### config.mk
export PLATFORM = sky130hd
export DESIGN_NAME = sacc_top
export DESIGN_NICKNAME = d
export VERILOG_FILES = /design/src/sacc_pkg.sv /design/src/sacc_edge.sv /design/src/sacc_top.sv
export SDC_FILE = /design/constraint.sdc
export NUM_CORES = 1
export LEC_CHECK = 0
export ABC_AREA = 1
export BUFFER_PORTS_ARGS = -buffer_cell sky130_fd_sc_hd__clkbuf_2
export CELL_PAD_IN_SITES_DETAIL_PLACEMENT = 1
export CELL_PAD_IN_SITES_GLOBAL_PLACEMENT = 2
export CORE_AREA = 2 2 101 128
export DETAILED_ROUTE_END_ITERATION = 12
export DIE_AREA = 0 0 103 130
export PLACE_DENSITY = 0.77
export SLEW_MARGIN = 20
export SYNTH_ARGS = -nofsm -noshare
export SYNTH_HDL_FRONTEND = slang
export SYNTH_HIERARCHICAL = 1
export SYNTH_SLANG_ARGS = --single-unit
### constraint.sdc
create_clock -name CLOCK -period 2.46 [get_ports CLOCK]
set_input_delay 0.246 -clock CLOCK [delete_from_list [all_inputs] [get_ports CLOCK]]
set_output_delay 0.246 -clock CLOCK [all_outputs]
set_load 0.01 [all_outputs]
### src/sacc_pkg.sv
// package of constants and types for the converter control block
package sacc_pkg;
  localparam int RES_W = 10;
  localparam int CH_W = 5;
  localparam int REF_W = 2;
  localparam int TRG_W = 3;
  localparam int PS_W = 3;
  localparam int NUM_SE_CH = 11;
  localparam int CYC_NORMAL = 13;
  localparam int CYC_FIRST = 25;
  localparam int CNT_W = 5;
  // channel codes
  localparam logic [4:0] CH_DIFF_FIRST = 5'h0B;
  localparam logic [4:0] CH_DIFF_LAST = 5'h1A;
  localparam logic [4:0] CH_TEMP = 5'h1B;
  localparam logic [4:0] CH_INTERNAL_CURRENT_SOURCE = 5'h1C;
  // reference source encodings
  localparam logic [1:0] REF_SUPPLY = 2'h0;
  localparam logic [1:0] REF_EXT_PIN = 2'h1;
  localparam logic [1:0] REF_INT_LOW = 2'h2;
  localparam logic [1:0] REF_INT_HIGH = 2'h3;
  // trigger source codes; code 0 is the converter's own completion event
  localparam logic [2:0] TRG_SELF = 3'h0;
  localparam logic [7:0] SEL_RESET = 8'h00;
  localparam logic [4:0] CNT_RESET = 5'h00;
  typedef enum logic [2:0] {
    SACC_IDLE = 3'b001,
    SACC_WAIT = 3'b010,
    SACC_CONV = 3'b100
  } sacc_state_t;
endpackage

### src/sacc_edge.sv
// two-flop synchroniser with rising edge detector for one trigger input
`timescale 1ns/1ps
module sacc_edge (
  input wire logic clk,
  input wire logic rst_n,
  input wire logic din,
  output logic rise
);
  logic s1_q;
  logic s2_q;
  logic s3_q;
  logic s1_d;
  logic s2_d;
  logic s3_d;
  // next values of the sync chain
  always_comb begin
    s1_d = din;
    s2_d = s1_q;
    s3_d = s2_q;
  end
  // register stage
  always_ff @(posedge clk) begin
    if (!rst_n) begin
      s1_q <= 1'b0;
      s2_q <= 1'b0;
      s3_q <= 1'b0;
    end else begin
      s1_q <= s1_d;
      s2_q <= s2_d;
      s3_q <= s3_d;
    end
  end
  assign rise = s2_q & ~s3_q;
endmodule

### src/sacc_top.sv
// conversion control for a 10-bit successive approximation converter
// Operation
// - current source enable bit drives source
// - result is 10-bit unsigned code
// - reference chosen by select and pin enable
// - channel select; single ended bypasses gain
// - differential codes decode 8x or 20x
// - temperature and current point have codes
// - selections applied only while enabled
// - right adjust default, left when set
// - low byte read blocks data updates
// - blocked completion discards the result
// - high byte read lifts the block
// - completion flags even when result discarded
// - start bit set until hardware clears
// - channel locked during running conversion
// - auto trigger only when enabled, selected
// - trigger rising edge resets prescaler, starts
// - held trigger level starts nothing
// - edges during conversion are ignored
// - trigger flags set regardless of enables
// - self trigger restarts regardless of flag
// - software start works with auto trigger
// - conversion lasts 13, first 25 cycles
// - prescaler held reset while disabled
`timescale 1ns/1ps
module sacc_top #(
  parameter int NTRIG = 8
) (
  input wire logic CLOCK,
  input wire logic RSTN,
  input wire logic CONVERTER_ENABLE,
  input wire logic CURRENT_SOURCE_ENABLE,
  input wire logic EXT_REF_PIN_ENABLE,
  input wire logic [sacc_pkg::REF_W-1:0] REF_SELECT,
  input wire logic [sacc_pkg::CH_W-1:0] CHANNEL_SELECT,
  input wire logic LEFT_ADJUST,
  input wire logic AUTO_TRIGGER_ENABLE,
  input wire logic [sacc_pkg::TRG_W-1:0] TRIGGER_SOURCE_SELECT,
  input wire logic [NTRIG-1:0] TRIGGER_IN,
  input wire logic [sacc_pkg::PS_W-1:0] PRESCALE,
  input wire logic START_WRITE,
  input wire logic DONE_FLAG_CLEAR,
  input wire logic LOW_BYTE_READ,
  input wire logic HIGH_BYTE_READ,
  input wire logic CORE_DONE,
  input wire logic [sacc_pkg::RES_W-1:0] CORE_RESULT,
  output logic INTERNAL_CURRENT_SOURCE,
  output logic ANALOG_POWER,
  output logic [sacc_pkg::REF_W-1:0] REF_PATH,
  output logic EXT_REF_PATH,
  output logic [sacc_pkg::CH_W-1:0] CHANNEL_PATH,
  output logic GAIN_BYPASS,
  output logic GAIN_HIGH,
  output logic TEMP_SENSE_SEL,
  output logic INTERNAL_CURRENT_SOURCE_SENSE_SEL,
  output logic SAMPLE_START,
  output logic START_CONVERSION,
  output logic CONVERSION_DONE_FLAG,
  output logic [7:0] RESULT_HIGH_BYTE,
  output logic [7:0] RESULT_LOW_BYTE,
  output logic DATA_BLOCKED
);
  import sacc_pkg::*;

  sacc_state_t st_q, st_d;
  logic [7:0] ps_q, ps_d;
  logic [CNT_W-1:0] cnt_q, cnt_d;
  logic first_q, first_d;
  logic sc_q, sc_d;
  logic flag_q, flag_d;
  logic blk_q, blk_d;
  logic [7:0] hi_q, hi_d, lo_q, lo_d;
  logic [REF_W-1:0] ref_q, ref_d;
  logic eref_q, eref_d;
  logic [CH_W-1:0] ch_q, ch_d;
  logic internal_current_source_q, en_q, bypass_q, gainh_q, temp_q, isp_q, samp_q, samp_d;
  logic [NTRIG-1:0] rise;
  logic [NTRIG-1:0] trig_raw;
  logic adc_tick, trig_evt, done_evt, self_evt, sel_ok;
  logic [15:0] left_w, right_w;

  // fresh edge needed to retrigger
  // synchronise each external trigger source and detect its edges
  genvar gi;
  generate
    for (gi = 0; gi < NTRIG; gi++) begin : g_trig
      sacc_edge u_edge (
        .clk(CLOCK),
        .rst_n(RSTN),
        .din(TRIGGER_IN[gi]),
        .rise(rise[gi])
      );
    end
  endgenerate
  assign trig_raw = rise;

  // converter clock tick; compare by >= so a lowered ratio never wraps the count
  assign adc_tick = (ps_q >= ((8'h01 << PRESCALE) - 8'h01));
  assign done_evt = (st_q == SACC_CONV) && adc_tick && (cnt_q == CNT_W'(1));
  assign self_evt = AUTO_TRIGGER_ENABLE && (TRIGGER_SOURCE_SELECT == TRG_SELF) && done_evt;
  // gate auto trigger by enable and select
  assign trig_evt = CONVERTER_ENABLE && AUTO_TRIGGER_ENABLE &&
                    (TRIGGER_SOURCE_SELECT != TRG_SELF) &&
                    trig_raw[TRIGGER_SOURCE_SELECT];
  assign sel_ok = (st_q != SACC_CONV) || done_evt;
  assign right_w = {6'h00, CORE_RESULT};
  assign left_w = {CORE_RESULT, 6'h00};

  // sequencer and prescaler next state
  always_comb begin
    st_d = st_q;
    ps_d = adc_tick ? 8'h00 : ps_q + 8'h01;
    cnt_d = cnt_q;
    first_d = first_q;
    sc_d = sc_q;
    samp_d = 1'b0;
    if (!CONVERTER_ENABLE) begin
      ps_d = 8'h00;
      st_d = SACC_IDLE;
      first_d = 1'b1;
      sc_d = 1'b0;
      cnt_d = CNT_RESET;
    end else begin
      case (st_q)
        SACC_IDLE: begin
          if (trig_evt) begin
            ps_d = 8'h00;
            sc_d = 1'b1;
            st_d = SACC_WAIT;
          end else if (START_WRITE) begin
            sc_d = 1'b1;
            st_d = SACC_WAIT;
          end
        end
        SACC_WAIT: begin
          if (adc_tick) begin
            cnt_d = first_q ? CNT_W'(CYC_FIRST) : CNT_W'(CYC_NORMAL);
            first_d = 1'b0;
            samp_d = 1'b1;
            st_d = SACC_CONV;
          end
        end
        SACC_CONV: begin
          if (adc_tick) begin
            cnt_d = cnt_q - CNT_W'(1);
          end
          if (done_evt) begin
            if (self_evt) begin
              cnt_d = CNT_W'(CYC_NORMAL);
              samp_d = 1'b1;
            end else begin
              sc_d = 1'b0;
              st_d = SACC_IDLE;
            end
          end
        end
        default: begin
          st_d = SACC_IDLE;
        end
      endcase
    end
  end

  // result bytes, block and flag next values
  always_comb begin
    hi_d = hi_q;
    lo_d = lo_q;
    blk_d = blk_q;
    flag_d = flag_q;
    if (LOW_BYTE_READ) begin
      blk_d = 1'b1;
    end
    if (HIGH_BYTE_READ) begin
      blk_d = 1'b0;
    end
    if (DONE_FLAG_CLEAR) begin
      flag_d = 1'b0;
    end
    if (done_evt && CORE_DONE) begin
      flag_d = 1'b1;
      if (!blk_q) begin
        hi_d = LEFT_ADJUST ? left_w[15:8] : right_w[15:8];
        lo_d = LEFT_ADJUST ? left_w[7:0] : right_w[7:0];
      end
    end
  end

  // analog path selection next values
  always_comb begin
    ref_d = ref_q;
    eref_d = eref_q;
    ch_d = ch_q;
    if (CONVERTER_ENABLE && sel_ok) begin
      ref_d = REF_SELECT;
      eref_d = EXT_REF_PIN_ENABLE;
      ch_d = CHANNEL_SELECT;
    end
  end

  // state registers
  always_ff @(posedge CLOCK) begin
    if (!RSTN) begin
      st_q <= SACC_IDLE;
      ps_q <= 8'h00;
      cnt_q <= CNT_RESET;
      first_q <= 1'b1;
      sc_q <= 1'b0;
      flag_q <= 1'b0;
      blk_q <= 1'b0;
      hi_q <= 8'h00;
      lo_q <= 8'h00;
      ref_q <= REF_SUPPLY;
      eref_q <= 1'b0;
      ch_q <= 5'h00;
      samp_q <= 1'b0;
    end else begin
      st_q <= st_d;
      ps_q <= ps_d;
      cnt_q <= cnt_d;
      first_q <= first_d;
      sc_q <= sc_d;
      flag_q <= flag_d;
      blk_q <= blk_d;
      hi_q <= hi_d;
      lo_q <= lo_d;
      ref_q <= ref_d;
      eref_q <= eref_d;
      ch_q <= ch_d;
      samp_q <= samp_d;
    end
  end

  // decoded analog controls, registered
  always_ff @(posedge CLOCK) begin
    if (!RSTN) begin
      internal_current_source_q <= 1'b0;
      en_q <= 1'b0;
      bypass_q <= 1'b1;
      gainh_q <= 1'b0;
      temp_q <= 1'b0;
      isp_q <= 1'b0;
    end else begin
      internal_current_source_q <= CURRENT_SOURCE_ENABLE;
      en_q <= CONVERTER_ENABLE;
      bypass_q <= (ch_d < CH_DIFF_FIRST) || (ch_d > CH_DIFF_LAST);
      // pair codes with bit 3 set use 20x
      gainh_q <= (ch_d >= CH_DIFF_FIRST) && (ch_d <= CH_DIFF_LAST) && ch_d[3];
      temp_q <= (ch_d == CH_TEMP);
      isp_q <= (ch_d == CH_INTERNAL_CURRENT_SOURCE);
    end
  end

  assign INTERNAL_CURRENT_SOURCE = internal_current_source_q;
  assign ANALOG_POWER = en_q;
  assign REF_PATH = ref_q;
  assign EXT_REF_PATH = eref_q;
  assign CHANNEL_PATH = ch_q;
  assign GAIN_BYPASS = bypass_q;
  assign GAIN_HIGH = gainh_q;
  assign TEMP_SENSE_SEL = temp_q;
  assign INTERNAL_CURRENT_SOURCE_SENSE_SEL = isp_q;
  assign SAMPLE_START = samp_q;
  assign START_CONVERSION = sc_q;
  assign CONVERSION_DONE_FLAG = flag_q;
  assign RESULT_HIGH_BYTE = hi_q;
  assign RESULT_LOW_BYTE = lo_q;
  assign DATA_BLOCKED = blk_q;

  property p_done_together;
    @(posedge CLOCK) disable iff (!RSTN)
      (done_evt && CORE_DONE && !self_evt) |=> (flag_q && !sc_q);
  endproperty
  a_done_together: assert property (p_done_together) else $error("flag/start mismatch");

  property p_blocked_hold;
    @(posedge CLOCK) disable iff (!RSTN)
      (blk_q && !HIGH_BYTE_READ) |=> ($stable(hi_q) && $stable(lo_q));
  endproperty
  a_blocked_hold: assert property (p_blocked_hold) else $error("blocked data changed");

  property p_flag_discard;
    @(posedge CLOCK) disable iff (!RSTN)
      (done_evt && CORE_DONE && blk_q) |=> flag_q;
  endproperty
  a_flag_discard: assert property (p_flag_discard) else $error("flag missed");

  property p_low_blocks;
    @(posedge CLOCK) disable iff (!RSTN)
      (LOW_BYTE_READ && !HIGH_BYTE_READ) |=> blk_q;
  endproperty
  a_low_blocks: assert property (p_low_blocks) else $error("no block");

  property p_high_lifts;
    @(posedge CLOCK) disable iff (!RSTN)
      HIGH_BYTE_READ |=> !blk_q;
  endproperty
  a_high_lifts: assert property (p_high_lifts) else $error("block kept");

  property p_ps_off;
    @(posedge CLOCK) disable iff (!RSTN)
      !CONVERTER_ENABLE |=> (ps_q == 8'h00 && !sc_q);
  endproperty
  a_ps_off: assert property (p_ps_off) else $error("prescaler ran");

  property p_ch_lock;
    @(posedge CLOCK) disable iff (!RSTN)
      (st_q == SACC_CONV && !done_evt) |=> $stable(ch_q);
  endproperty
  a_ch_lock: assert property (p_ch_lock) else $error("channel moved");

  property p_sc_busy;
    @(posedge CLOCK) disable iff (!RSTN)
      (st_q != SACC_IDLE) |-> sc_q;
  endproperty
  a_sc_busy: assert property (p_sc_busy) else $error("start bit low when busy");

  property p_first_len;
    @(posedge CLOCK) disable iff (!RSTN)
      (st_q == SACC_WAIT && adc_tick && first_q && CONVERTER_ENABLE) |=> (cnt_q == 5'h19);
  endproperty
  a_first_len: assert property (p_first_len) else $error("first length wrong");
endmodule

==> results by group <==
Clock tree
  – CTS tree: built
  – CTS root buffer: clkbuf_16
  – Hold-fix buffers, CTS: 0
  – Sink Count: 72
  – TritonCTS Buffers: 9
  – Max clock buf depth: 2
  – CTS H-tree lvls: 3
  – Clock slew at reported path FFs: 50 ps
  – Clk_lat worst skew: 330 ps

Synthesis
  – Yosys warns: 6
  – Sequential fraction of the synthesis area: 44.51%
  – Largest cells by area after synthesis: dfxtp_1 45%, nand2_1 11%, inv_1 7.8%
  – Synth Register Bits: between 70 and 80
  – Synth Cell Area: 0.003238 sq mm
  – Syn_nets: roughly 480
  – Prevailing post-synth register cell: dfxtp_1
  – Area leader, netlist: dfxtp_1
  – Post-synth top area share: around 45%
  – Synth cell types: 33
  – Number of synthesized flops with an enable pin: 0
  – Synth Instances: 427
  – Count leader, synth: nand2_1
  – Synth cell count leaders: 92 x nand2_1, 72 x dfxtp_1, 67 x inv_1
  – Mean Syn Cell Area: between 7 and 8 sq um
  – Synth async-reset ratio: 0%

Run
  – Max cap viols: 0

Routing
  – Routed WL per cell: approximately 12 um
  – DRT iter0 DRCs: 66
  – Pre-antenna DRT Iters: 6
  – Final antenna-violating net count: 0
  – Residual DRC: 0
  – Final wirelength: 8952 um
  – Number of vias per cell: 4.314
  – Via count: 3093

STA
  – Final Cycle Share: 101.6%
  – Count of final hold-check violations: 0
  – Worst-margin pin slew: 826.0 ps
  – RSZ-0062 raised after global routing: true
  – Setup Skew: 3.749 ps
  – Setup_tns: -39.47 ps
  – Worst Slack Setup Final: -39.47 ps
  – Rel. slew slack: 44.87%
  – Final Setup Violations: 1
  – Crit path time final: 2499 ps
  – Fmax: 400.1 MHz
  – Max Slew Vio Count: 0

Final layout
  – Nets: 600
  – Final non-filler cell total: 717
  – Area of the multi-input gates: 0.001670 sq mm
  – Fillers: 1558
  – Share of cells above drive strength 1: 34.61%
  – Area grow syn2layout: 42.58%
  – N_diodes: 0
  – Register area: 0.001441 sq mm

Die
  – Core Rows: 46
  – Die Ht: about 130 um
  – Core Region: 0.01232 sq mm
  – Num ports: 77
  – Initial Util: a little over a quarter
  – Die width: 103 um
  – Die area: around 0.013 sq mm

Placement
  – Post-DP HPWL: 6505 um
  – Routability cong.: 0.8106
  – # placed instances: 691
  – I/O Buffers: 75

Power and ir drop
  – Leakage Power: 0.002273 uW
  – VDD IR max: about 320 uV
  – PwrDens: 600.8 mW/mm^2

Critical path
  – CP Capture Type: flop
  – CP Class: primary input to flop
  – Startpoint types: primary input
  – WP data arrival: roughly 2700 ps
  – Worst EP required: 2690 ps
  – Worst Path Max Fanout: 6

GRT
  – Antenna violations before repair: 0
  – GRT Util Overall: 13.21%
  – Vias in the first global route: 3126
  – Pin count of the biggest net entering global routing: 33
  – Grt total ovfl: 0
  – First-pass GRT wire length: 13800 um

Outcome
  – Violated checks: negative setup slack
  – Status: finished with violations

Worst hold path
  – Worst hold path class: primary input to flop
critical path: stages:
cell and delay, ps:
buf_8 80, clkinvlp_4 120, nand3_2 110, ha_4 150
inv_4 40, a211oi_2 170, o21ai_1 110, xnor2_1 140
ha_1 290, nand2_2 60, o21a_2 220, nand2_4 90
nand2_4 70, nand2_8 90, buf_8 140, nand3_2 70
nand2_2 110, nand2_1 60, nor2_1 130, nand2_1 80
nand3_2 90, nor2_2 40
report_power, final:
group	internal [uW]	switching, uW
clock	801	463
combinational	127	165
sequential	1200	17.6
total	2130	645
repair_timing:
| action | 4_1_cts | 5_1_grt |
|---|---|---|
| endpoints found under the setup margin | 3 | 44 |
| pin swaps | 11 | 19 |
| resized for setup | 10 | 41 |
| setup buffers | 5 | 5 |
| gates cloned | 0 | 1 |
| hold endpoints to repair | 0 | 0 |
cells in the final DEF, fill, tap and decap left out, drive strengths merged:
cell type,n
o21ai,11
o311ai,1
conb,1
nand3b,17
or2,1
buf,41
nor3b,1
xor2,6
ha,12
a21oi,36
nand2,101
nor2,54
nor4,1
clkinvlp,2
clkbuf,86
o21a,2
nand4,1
xnor2,3
o21bai,1
dfxtp,72
nor3,4
o211ai,3
clkinv,4
a211oi,1
nand3,21
inv,65
bufinv,1
through the flow:
stage          total power [uW]  utilization [%]  hold WS (ps)  setup slack, ps  area, sq um
6_report                   2774            37.48         71.84           -39.47         4617
3_3_place_gp               1494            32.74         393.6           -233.9         4033
2_1_floorplan              1375                -         325.3           -4.657         3267
3_5_place_dp               1501            32.74         396.2           -385.4         4033
4_1_cts                    2797            35.76         61.28            11.63         4404
5_1_grt                    2906            37.48         74.00           -236.2         4617
layout make-up:
type / instances / share of cell area [%]
tap: 168 / 4.553
timing repair buffer: 116 / 16.07
clock inverter: 4 / 0.9756
clock buffer: 11 / 5.257
sequential: 72 / 31.22
inverter: 68 / 5.745
multi-input combinational: 278 / 36.18
layer usage:
metal	global-route usage, %	wire length (um)
met5	0	0
met4	5.882	187
met3	2.732	281
met2	24.48	4876
met1	14.17	3606
kinds of logic (layout without fill, tap and decap cells):
group	after synthesis	count (layout)	share of synthesized area [%]
AO/OA/AOI/OAI	55	55	9.196
XOR/XNOR	9	9	2.434
adder cells (fa/ha/maj)	12	12	4.637
buffers and inverters	77	199	9.660
flip-flops	72	72	44.51
other	1	1	0.1158
AND/OR/NAND/NOR	201	201	29.44
final timing paths:
check	start	end	slack (ps)	depth (start not counted)
worst max-delay path	PRESCALE[2]	GAIN_HIGH	-40	22
worst min-delay path	HIGH_BYTE_READ	DATA_BLOCKED	70	2
worst max register to register	ps_q[0]	GAIN_HIGH	320	18
worst min register to register	g_trig[4].u_edge/s1_q	g_trig[4].u_edge/s2_q	410	2
registers in the layout (all words and copies together) (netlist names), 2 cells and up:
signal / count
REF_PATH: 2
g_trig.u_edge/s1_q: 7
g_trig.u_edge/s3_q: 7
CHANNEL_PATH: 5
g_trig.u_edge/s2_q: 7
ps_q: 8
RESULT_LOW_BYTE: 8
RESULT_HIGH_BYTE: 8
cnt_q: 5
st_q: 3
Note: power is estimated with default switching activity, not from simulation.
